**src/common/eeprom_port_pkg.sv**
```systemverilog
/*
 * constants, encodings and timing for the serial eeprom command port.
 * assumes a 100 MHz system clock; all link pins arrive asynchronously.
 */
`default_nettype none
package eeprom_port_pkg;

    // array geometry
    localparam int ADDR_BITS = 6;
    localparam int WORD_BITS = 16;
    localparam int WORDS = 64;

    // opcodes, sent most significant bit first
    localparam logic [1:0] OPC_SPECIAL = 2'h0;
    localparam logic [1:0] OPC_WRITE = 2'h1;
    localparam logic [1:0] OPC_READ = 2'h2;
    localparam logic [1:0] OPC_ERASE = 2'h3;

    // special commands in the two leading address bits
    localparam logic [1:0] SPC_DISABLE = 2'h0;
    localparam logic [1:0] SPC_WRITE_ALL = 2'h1;
    localparam logic [1:0] SPC_ERASE_ALL = 2'h2;
    localparam logic [1:0] SPC_ENABLE = 2'h3;

    // field counts inside a frame (last index of each field, bit count for read)
    localparam logic [4:0] OPC_LAST = 5'h01;
    localparam logic [4:0] ADDR_LAST = 5'h05;
    localparam logic [4:0] DATA_LAST = 5'h0F;
    localparam logic [4:0] READ_BITS = 5'h10;

    // erased word value
    localparam logic [15:0] ERASED_WORD = 16'hFFFF;

    // timing, figures in their own units
    localparam int CLOCK_MHZ = 100;
    localparam int CLOCK_NS = 10;
    localparam int WRITE_TIME_MS = 2;
    localparam int ERASE_TIME_MS = 1;
    localparam int ALL_TIME_MS = 15;
    localparam int CS_LOW_NS = 100;
    // longest times round down, least time rounds up
    localparam int WRITE_CYCLES = WRITE_TIME_MS * 1000 * CLOCK_MHZ;
    localparam int ERASE_CYCLES = ERASE_TIME_MS * 1000 * CLOCK_MHZ;
    localparam int ALL_CYCLES = ALL_TIME_MS * 1000 * CLOCK_MHZ;
    localparam int CS_LOW_CYCLES = (CS_LOW_NS + CLOCK_NS - 1) / CLOCK_NS;

    // width of the programming timer and of the select-low counter
    localparam int TIMER_BITS = 21;
    localparam int LOW_BITS = 4;

    // frame sequencer, gray along the usual path
    typedef enum logic [2:0] {
        F_IDLE = 3'h0,
        F_OPC = 3'h1,
        F_ADDR = 3'h3,
        F_DATA = 3'h2,
        F_READ = 3'h6,
        F_DONE = 3'h7
    } frame_t;

    // programming jobs queued for the self-timed engine
    typedef enum logic [1:0] {
        JOB_ERASE = 2'h0,
        JOB_WRITE = 2'h1,
        JOB_ERASE_ALL = 2'h2,
        JOB_WRITE_ALL = 2'h3
    } job_t;

    localparam int JOB_BITS = 2 + ADDR_BITS + WORD_BITS;

endpackage
`default_nettype wire

```
**src/hdl/job_fifo.sv**
```systemverilog
/*
 * small synchronous fifo with valid and ready on both sides.
 * assumes one clock and an active-low asynchronous reset.
 */
`timescale 1ns/1ps
`default_nettype none
module job_fifo #(
    parameter int WIDTH = 24,
    parameter int DEPTH = 8
) (
    input wire logic clock,
    input wire logic rstn,
    input wire logic in_valid,
    output logic in_ready,
    input wire logic [WIDTH-1:0] in_data,
    output logic out_valid,
    input wire logic out_ready,
    output logic [WIDTH-1:0] out_data
);
    localparam int PW = $clog2(DEPTH);

    logic [WIDTH-1:0] mem [DEPTH];    // storage words
    logic [PW-1:0] wr_ptr;            // next slot to fill
    logic [PW-1:0] rd_ptr;            // next slot to drain
    logic [PW:0] count;               // words held
    logic do_push;
    logic do_pop;

    assign in_ready = (count != (PW+1)'(DEPTH));
    assign out_valid = (count != '0);
    assign out_data = mem[rd_ptr];
    assign do_push = in_valid && in_ready;
    assign do_pop = out_valid && out_ready;

    // storage, no reset needed
    always_ff @(posedge clock) begin
        if (do_push) begin
            mem[wr_ptr] <= in_data;
        end
    end

    // pointers and occupancy
    always_ff @(posedge clock or negedge rstn) begin
        if (!rstn) begin
            wr_ptr <= '0;
            rd_ptr <= '0;
            count <= '0;
        end else begin
            if (do_push) begin
                wr_ptr <= (wr_ptr == PW'(DEPTH - 1)) ? '0 : wr_ptr + 1'b1;
            end
            if (do_pop) begin
                rd_ptr <= (rd_ptr == PW'(DEPTH - 1)) ? '0 : rd_ptr + 1'b1;
            end
            count <= count + (PW+1)'(do_push) - (PW+1)'(do_pop);
        end
    end

endmodule
`default_nettype wire

```
**src/hdl/eeprom_command_port.sv**
```systemverilog
/*
 * command and protocol engine of a 64 x 16 serial eeprom: frame
 * decoder on a three-wire link, self-timed programming, status out.
 * assumes chip_select, serial_clock and serial_data_in are asynchronous
 * pins; serial_clock is far slower than clock (1 MHz or less).
 */
// Overview of operation
// - start on first rising edge, select and data high
// - nothing happens before a start bit
// - select high leaves standby
// - execute only after every required bit
// - after last bit ignore link until select low
// - start, two-bit opcode, six-bit address, msb first
// - opcode zero picks special command by address
// - read sends zero dummy then 16 bits
// - dummy follows last address edge, launched on rise
// - output released next rise or select low
// - read bit holds while select stays high
// - write erases then programs within 2 ms
// - erase sets word to ones, 1 ms
// - erase all sets array ones, 15 ms
// - write all programs without erase, 15 ms
// - programming refused until enable command
// - status shown on select rise after low time
// - otherwise data out stays released
// - sample and launch on rising serial clock
// - select low resets control, programming finishes
`timescale 1ns/1ps
`default_nettype none
module eeprom_command_port #(
    parameter int WRITE_CYCLES = eeprom_port_pkg::WRITE_CYCLES,
    parameter int ERASE_CYCLES = eeprom_port_pkg::ERASE_CYCLES,
    parameter int ALL_CYCLES = eeprom_port_pkg::ALL_CYCLES,
    parameter int FIFO_DEPTH = 8
) (
    input wire logic clock,
    input wire logic rstn,
    input wire logic chip_select,
    input wire logic serial_clock,
    input wire logic serial_data_in,
    output logic serial_data_out,
    output logic serial_data_out_en
);

    ////////////////////////////////////////////////////////////////////
    // state

    typedef struct packed {
        logic cs_s1;                          // select, first stage
        logic cs_s2;                          // select, synchronised
        logic sck_s1;                         // link clock, first stage
        logic sck_s2;                         // link clock, synchronised
        logic sck_prev;                       // for edge detection
        logic di_s1;                          // data in, first stage
        logic di_s2;                          // data in, synchronised
        eeprom_port_pkg::frame_t frame;       // frame sequencer
        logic [4:0] cnt;                      // bits in current field
        logic [1:0] opc;                      // received opcode
        logic [5:0] addr;                     // received address
        logic [15:0] sh;                      // data in or read out
        logic enabled;                        // programming allowed
        logic dout;                           // data out level
        logic dout_en;                        // data out driven
        logic armed;                          // status may be shown
        logic status_on;                      // status being driven
        logic [eeprom_port_pkg::LOW_BITS-1:0] low_cnt; // select low time
        logic prog;                           // engine running
        eeprom_port_pkg::job_t job;           // running job
        logic [5:0] job_addr;                 // running job address
        logic [15:0] job_data;                // running job data
        logic [eeprom_port_pkg::TIMER_BITS-1:0] timer; // cycles left
    } state_t;

    state_t s;                    // registered state
    state_t next_s;               // next state
    logic [15:0] mem [eeprom_port_pkg::WORDS]; // the array
    logic rise;                   // rising link clock edge
    logic busy;                   // a job queued or running
    logic push;                   // enqueue a job
    logic push_req;               // frame asks for a job
    logic commit;                 // job time elapsed, apply it
    eeprom_port_pkg::job_t push_job; // job being asked for
    logic [5:0] addr_full;        // address with the bit now arriving
    logic [15:0] data_full;       // data with the bit now arriving
    logic fifo_in_ready;          // queue has room
    logic fifo_out_valid;         // queue holds a job
    logic [eeprom_port_pkg::JOB_BITS-1:0] fifo_out; // head job

    assign rise = s.sck_s2 && !s.sck_prev;
    assign addr_full = {s.addr[4:0], s.di_s2};
    assign data_full = {s.sh[14:0], s.di_s2};
    assign busy = s.prog || fifo_out_valid;
    assign push = push_req && s.enabled && fifo_in_ready;

    ////////////////////////////////////////////////////////////////////
    // job queue between the frame decoder and the programming engine

    // a full queue refuses the job, the frame then ends without effect
    job_fifo #(
        .WIDTH(eeprom_port_pkg::JOB_BITS),
        .DEPTH(FIFO_DEPTH)
    ) u_jobs (
        .clock(clock),
        .rstn(rstn),
        .in_valid(push),
        .in_ready(fifo_in_ready),
        // a write frame holds its address, erase takes it live
        .in_data({push_job,
            (s.frame == eeprom_port_pkg::F_DATA) ? s.addr : addr_full,
            data_full}),
        .out_valid(fifo_out_valid),
        .out_ready(!s.prog),
        .out_data(fifo_out)
    );

    ////////////////////////////////////////////////////////////////////
    // next state

    always_comb begin
        next_s = s;
        push_req = 1'b0;
        push_job = eeprom_port_pkg::JOB_ERASE;
        commit = 1'b0;
        // two-stage synchronisers on every pin
        next_s.cs_s1 = chip_select;
        next_s.cs_s2 = s.cs_s1;
        next_s.sck_s1 = serial_clock;
        next_s.sck_s2 = s.sck_s1;
        next_s.sck_prev = s.sck_s2;
        next_s.di_s1 = serial_data_in;
        next_s.di_s2 = s.di_s1;

        if (!s.cs_s2) begin
            next_s.frame = eeprom_port_pkg::F_IDLE;
            next_s.cnt = '0;
            next_s.dout_en = 1'b0;
            next_s.status_on = 1'b0;
            if (s.low_cnt != eeprom_port_pkg::LOW_BITS'(
                    eeprom_port_pkg::CS_LOW_CYCLES)) begin
                next_s.low_cnt = s.low_cnt + 1'b1;
            end
            // job done and select low: no more status to offer
            if (!busy) begin
                next_s.armed = 1'b0;
            end
        end else begin
            next_s.low_cnt = '0;
            // status after long enough select low
            if (s.armed && s.low_cnt == eeprom_port_pkg::LOW_BITS'(
                    eeprom_port_pkg::CS_LOW_CYCLES)) begin
                next_s.status_on = 1'b1;
                next_s.dout_en = 1'b1;
                // valid level from the first driven cycle, no stale bit
                next_s.dout = !busy;
            end
            // low while busy, high when ready
            if (s.status_on) begin
                next_s.dout = !busy;
            end
            if (rise) begin
                unique case (s.frame)
                    eeprom_port_pkg::F_IDLE: begin
                        if (s.di_s2) begin
                            next_s.frame = eeprom_port_pkg::F_OPC;
                            next_s.cnt = '0;
                            next_s.status_on = 1'b0;
                            next_s.dout_en = 1'b0;
                        end
                    end
                    eeprom_port_pkg::F_OPC: begin
                        next_s.opc = {s.opc[0], s.di_s2};
                        next_s.cnt = s.cnt + 1'b1;
                        if (s.cnt == eeprom_port_pkg::OPC_LAST) begin
                            next_s.frame = eeprom_port_pkg::F_ADDR;
                            next_s.cnt = '0;
                        end
                    end
                    eeprom_port_pkg::F_ADDR: begin
                        next_s.addr = addr_full;
                        next_s.cnt = s.cnt + 1'b1;
                        // decode only on the last address bit
                        if (s.cnt == eeprom_port_pkg::ADDR_LAST) begin
                            next_s.cnt = '0;
                            next_s.frame = eeprom_port_pkg::F_DONE;
                            unique case (s.opc)
                                eeprom_port_pkg::OPC_READ: begin
                                    next_s.frame = eeprom_port_pkg::F_READ;
                                    next_s.dout = 1'b0;
                                    next_s.dout_en = 1'b1;
                                    next_s.sh = mem[addr_full];
                                end
                                eeprom_port_pkg::OPC_ERASE: begin
                                    push_req = 1'b1;
                                    push_job = eeprom_port_pkg::JOB_ERASE;
                                end
                                eeprom_port_pkg::OPC_WRITE: begin
                                    next_s.frame = eeprom_port_pkg::F_DATA;
                                end
                                eeprom_port_pkg::OPC_SPECIAL: begin
                                    unique case (addr_full[5:4])
                                        eeprom_port_pkg::SPC_ENABLE:
                                            next_s.enabled = 1'b1;
                                        eeprom_port_pkg::SPC_DISABLE:
                                            next_s.enabled = 1'b0;
                                        eeprom_port_pkg::SPC_ERASE_ALL: begin
                                            push_req = 1'b1;
                                            push_job =
                                                eeprom_port_pkg::JOB_ERASE_ALL;
                                        end
                                        eeprom_port_pkg::SPC_WRITE_ALL:
                                            next_s.frame =
                                                eeprom_port_pkg::F_DATA;
                                    endcase
                                end
                            endcase
                        end
                    end
                    eeprom_port_pkg::F_DATA: begin
                        next_s.sh = data_full;
                        next_s.cnt = s.cnt + 1'b1;
                        // the 25th clock completes the frame
                        if (s.cnt == eeprom_port_pkg::DATA_LAST) begin
                            next_s.frame = eeprom_port_pkg::F_DONE;
                            push_req = 1'b1;
                            push_job = (s.opc == eeprom_port_pkg::OPC_WRITE)
                                ? eeprom_port_pkg::JOB_WRITE
                                : eeprom_port_pkg::JOB_WRITE_ALL;
                        end
                    end
                    eeprom_port_pkg::F_READ: begin
                        if (s.cnt == eeprom_port_pkg::READ_BITS) begin
                            next_s.dout_en = 1'b0;
                            next_s.frame = eeprom_port_pkg::F_DONE;
                        end else begin
                            // bit changes only on a rise
                            next_s.dout = s.sh[15];
                            next_s.sh = {s.sh[14:0], 1'b0};
                            next_s.cnt = s.cnt + 1'b1;
                        end
                    end
                    eeprom_port_pkg::F_DONE: begin
                        next_s.frame = eeprom_port_pkg::F_DONE;
                    end
                    default: begin
                        next_s.frame = eeprom_port_pkg::F_IDLE;
                    end
                endcase
            end
        end

        // an accepted job makes status available on the next select
        if (push_req && s.enabled && fifo_in_ready) begin
            next_s.armed = 1'b1;
        end

        if (!s.prog) begin
            if (fifo_out_valid) begin
                next_s.prog = 1'b1;
                next_s.job = eeprom_port_pkg::job_t'(fifo_out[23:22]);
                next_s.job_addr = fifo_out[21:16];
                next_s.job_data = fifo_out[15:0];
                unique case (eeprom_port_pkg::job_t'(fifo_out[23:22]))
                    eeprom_port_pkg::JOB_ERASE:
                        next_s.timer = eeprom_port_pkg::TIMER_BITS'(
                            ERASE_CYCLES - 1);
                    eeprom_port_pkg::JOB_WRITE:
                        next_s.timer = eeprom_port_pkg::TIMER_BITS'(
                            WRITE_CYCLES - 1);
                    default:
                        next_s.timer = eeprom_port_pkg::TIMER_BITS'(
                            ALL_CYCLES - 1);
                endcase
            end
        end else if (s.timer == '0) begin
            next_s.prog = 1'b0;
            commit = 1'b1;
        end else begin
            next_s.timer = s.timer - 1'b1;
        end
    end

    ////////////////////////////////////////////////////////////////////
    // registers

    always_ff @(posedge clock or negedge rstn) begin
        if (!rstn) begin
            s <= '0;
        end else begin
            s <= next_s;
        end
    end

    // array update at the end of the self-timed cycle
    always_ff @(posedge clock) begin
        if (commit) begin
            unique case (s.job)
                eeprom_port_pkg::JOB_ERASE:
                    mem[s.job_addr] <= eeprom_port_pkg::ERASED_WORD;
                // erase then program gives the data
                eeprom_port_pkg::JOB_WRITE:
                    mem[s.job_addr] <= s.job_data;
                eeprom_port_pkg::JOB_ERASE_ALL:
                    for (int i = 0; i < eeprom_port_pkg::WORDS; i++) begin
                        mem[i] <= eeprom_port_pkg::ERASED_WORD;
                    end
                // program only clears bits, no erase
                eeprom_port_pkg::JOB_WRITE_ALL:
                    for (int i = 0; i < eeprom_port_pkg::WORDS; i++) begin
                        mem[i] <= mem[i] & s.job_data;
                    end
            endcase
        end
    end

    assign serial_data_out = s.dout;
    // driven only for read or status
    assign serial_data_out_en = s.dout_en;
endmodule
`default_nettype wire

```
**config.mk**
```make
export PLATFORM = sky130hd
export DESIGN_NAME = eeprom_command_port
export DESIGN_NICKNAME = d
export VERILOG_FILES = /design/src/common/eeprom_port_pkg.sv /design/src/hdl/job_fifo.sv /design/src/hdl/eeprom_command_port.sv
export SDC_FILE = /design/constraint.sdc
export NUM_CORES = 2
export LEC_CHECK = 0
export ABC_AREA = 1
export BUFFER_PORTS_ARGS = -buffer_cell sky130_fd_sc_hd__clkbuf_2
export CAP_MARGIN = 0
export CORE_UTILIZATION = 49
export CTS_CLUSTER_SIZE = 12
export DETAILED_ROUTE_END_ITERATION = 10
export SETUP_SLACK_MARGIN = 0.15
export SKIP_CTS_REPAIR_TIMING = 1
export SLEW_MARGIN = 20
export SYNTH_ARGS = -nofsm -noshare
export SYNTH_HDL_FRONTEND = slang
export SYNTH_SLANG_ARGS = --single-unit
export TNS_END_PERCENT = 20
```
**constraint.sdc**
```tcl
create_clock -name clock -period 5.4 [get_ports clock]
set_clock_uncertainty 0.05 [all_clocks]
set_input_delay 0.27 -clock clock [delete_from_list [all_inputs] [get_ports clock]]
set_output_delay 0.27 -clock clock [all_outputs]
set_load 0.03 [all_outputs]
```
==> results.json <==
{
  "top_layer_used": "met5",
  "hpwl_microns": 116000,
  "setup_viol": 0,
  "worstMarginPinSlew_ns": 1.18,
  "grt.total_usage_pct": 30.3,
  "first_global_vias": 47000,
  "wl_per_cell_microns": 23.2,
  "hold_viol": 0,
  "r2r_setup_slack_ns": 1.33,
  "rsz0062_at_grt": "false",
  "drtPass1Iterations": 6,
  "synth_flop_cell": "edfxtp_1",
  "synthCells": 6989,
  "gp_congestion": 0.944,
  "peakVddDrop_mv": 0.320,
  "wirelength_microns": 200000,
  "cp-start-kind": "register",
  "worst_ep_required_time_ns": 5.85,
  "criticalPathCategory": "register to register",
  "antenna_found_initial": 4,
  "clock_latency_ns": 0.80,
  "placed_cell_area_sq_mm": 0.0655,
  "final_common_cell": "nand2_1",
  "cts-root-buf": "clkbuf_16",
  "antenna_cells": 0,
  "yosysUniqueCellTypes": 41,
  "via_count": 50600,
  "timing.rr.end": "mem[45][0]",
  "hold_start": "serial_data_in",
  "grt_max_degree": 210,
  "yosys_warnings": 0,
  "core_area_sq_mm": 0.128,
  "layout_common_cells": "2993 x nand2_1, 1416 x nand3_1, 1216 x edfxtp_1",
  "num-fill-cells": 11700,
  "fmax_mhz": 246,
  "drive_gt1_share_pct": 7.42,
  "outcome": "complete, no violations",
  "cts_tree": "yes",
  "cp-end-kind": "register",
  "critical_path_arrival_ns": 4.52,
  "finalMaxSlewViolations": 0,
  "postLayoutCellArea_sq_mm": 0.0701,
  "worstPathMaxFanout": 10,
  "row_count": 131,
  "fin_crit_ns": 4.07,
  "grt-ovfl-total": 0,
  "drt_iter0_markers": 6287,
  "wl_met3_microns": 20100,
  "syn_nets": 7020,
  "clock-sinks": 1320,
  "powerDensity_mw_per_mm2": 298,
  "setup_tns_ns": 0,
  "drt-met1-wl_microns": 84100,
  "synth-edff-count": 1216,
  "ys_ff_latch": 1320,
  "io_pins": 7,
  "dieArea_sq_mm": 0.131,
  "die_h_microns": 362,
  "viasPerCell": 5.86,
  "nNetsFinal": 6816,
  "avgSynthCellArea_sq_um": 9.10,
  "syn_area_sq_mm": 0.0636,
  "startpoint": "s[0]",
  "drc": 0,
  "grt_pass1_wl_microns": 300000,
  "ant_nets": 0,
  "slew_headroom_pct": 21.4,
  "clk_pin_slew_ns": 0.06,
  "htreeDepth": 4,
  "async_reset_ff_share_pct": 7.88,
  "ff2ff_path_depth": 11,
  "port_buffers": 6,
  "seq_area_frac_synth_pct": 61.5,
  "leakage_uw": 0.0241,
  "area_delta_synth_final_pct": 10.2,
  "finalCritPeriodShare_pct": 75.4,
  "clockBufferDepth": 3,
  "hold_path.class": "primary input to register",
  "fin_util_pct": 54.7,
  "initial_core_util_pct": 49.6,
  "r2r_start": "s[0]",
  "maxCapViolCount": 0,
  "numCtsBuffers": 148,
  "die_w_microns": 362,
  "wl_met2_microns": 88700,
  "cp-endpoint": "mem[45][0]"
}
sequential cells by signal (all words and copies together) (netlist names), 3 cells and up:
signal / cells
data_full: 15
u_jobs.count: 4
addr_full: 6
u_jobs.wr_ptr: 3
mem: 1024
u_jobs.rd_ptr: 3
s: 67
u_jobs.mem: 192
next_s: 4
where the power goes:
part | internal, uW | total, uW | switching (uW)
combinational | 41.0 | 229 | 188
sequential | 11000 | 11000 | 15.8
clock | 5420 | 9630 | 4210
metrics by stage:
stage	hold slack (ns)	total power (uW)	instances	setup slack [ns]
final	0.0659	20900	8625	1.33
after global routing	0.0558	21400	8625	1.20
after CTS	-0.528	21000	8621	1.42
after detailed placement	0.289	11500	8360	1.43
after global placement	0.286	11500	8360	1.48
after floorplan	-0.0756	11400	6989	1.34
layer usage:
metal | GRT usage, % | up-vias
met2 | 45.7 | 2492
met1 | 43.8 | 24400
met3 | 5.73 | 326
li1 | - | 23300
met5 | 0 | -
met4 | 11.0 | 2
synthesized netlist by cell type, types with 3 or more instances:
cell type	instances	area [sq um]
nand2_1	2993	11200
nand3_1	1416	7090
edfxtp_1	1216	36500
clkbuf_1	361	1360
o21ai_0	216	1080
nor2_1	184	691
buf_2	123	616
dfrtp_1	104	2600
inv_1	87	327
a21oi_1	57	285
buf_1	43	161
o221ai_1	39	342
ha_1	25	313
nor3_1	16	80.1
buf_6	14	158
a21oi_2	13	114
o22ai_1	10	62.6
buf_4	8	60.1
a21oi_4	7	114
o211ai_1	7	52.6
a22oi_1	6	45.0
clkinv_1	5	18.8
xor2_1	5	43.8
o21a_1	4	30.0
o31ai_1	4	30.0
xnor2_1	4	35.0
a211oi_1	3	22.5
nand4_1	3	18.8
cell type report:
| type | instances | area (sq um) | area share (%) |
|---|---|---|---|
| inverters | 94 | 373 | 0.532 |
| multi-input cells | 5026 | 22200 | 31.6 |
| repair buffers | 195 | 1710 | 2.44 |
| clock inverters | 57 | 527 | 0.751 |
| clock buffers | 204 | 4020 | 5.73 |
| flip-flops and latches | 1320 | 39200 | 55.8 |
| well taps | 1729 | 2160 | 3.09 |
worst min path at each step:
stage | endpoint | slack, ns | cells after the start
2_1_floorplan | addr_full[0] | -0.08 | 0
3_3_place_gp | addr_full[0] | 0.29 | 0
3_5_place_dp | addr_full[0] | 0.29 | 0
4_1_cts | next_s[87] | -0.53 | 1
5_1_grt | next_s[87] | 0.06 | 2
6_report | next_s[87] | 0.07 | 2
critical path, cell delays in order, from the launching register on:
cell,delay [ns]
dfrtp_1,0.38
inv_1,0.08
ha_1,0.18
nand2_1,0.14
nor2_2,0.19
nand3_2,0.13
nor3_2,0.21
nand3_2,0.20
inv_2,0.23
nand3_1,0.78
o21ai_2,0.86
buf_4,0.31
cell families (layout without fill, tap and decap cells):
| logic type | Yosys count | count (layout) | share of synthesized area (%) |
|---|---|---|---|
| buffers and inverters | 643 | 550 | 4.25 |
| DFF | 1320 | 1320 | 61.5 |
| AOI/OAI and AO/OA | 371 | 371 | 3.48 |
| xor gates and xnor gates | 9 | 9 | 0.124 |
| adders and majority gates | 26 | 26 | 0.523 |
| and+or+nand+nor | 4620 | 4620 | 30.1 |
(Power assumes the default switching activity.)
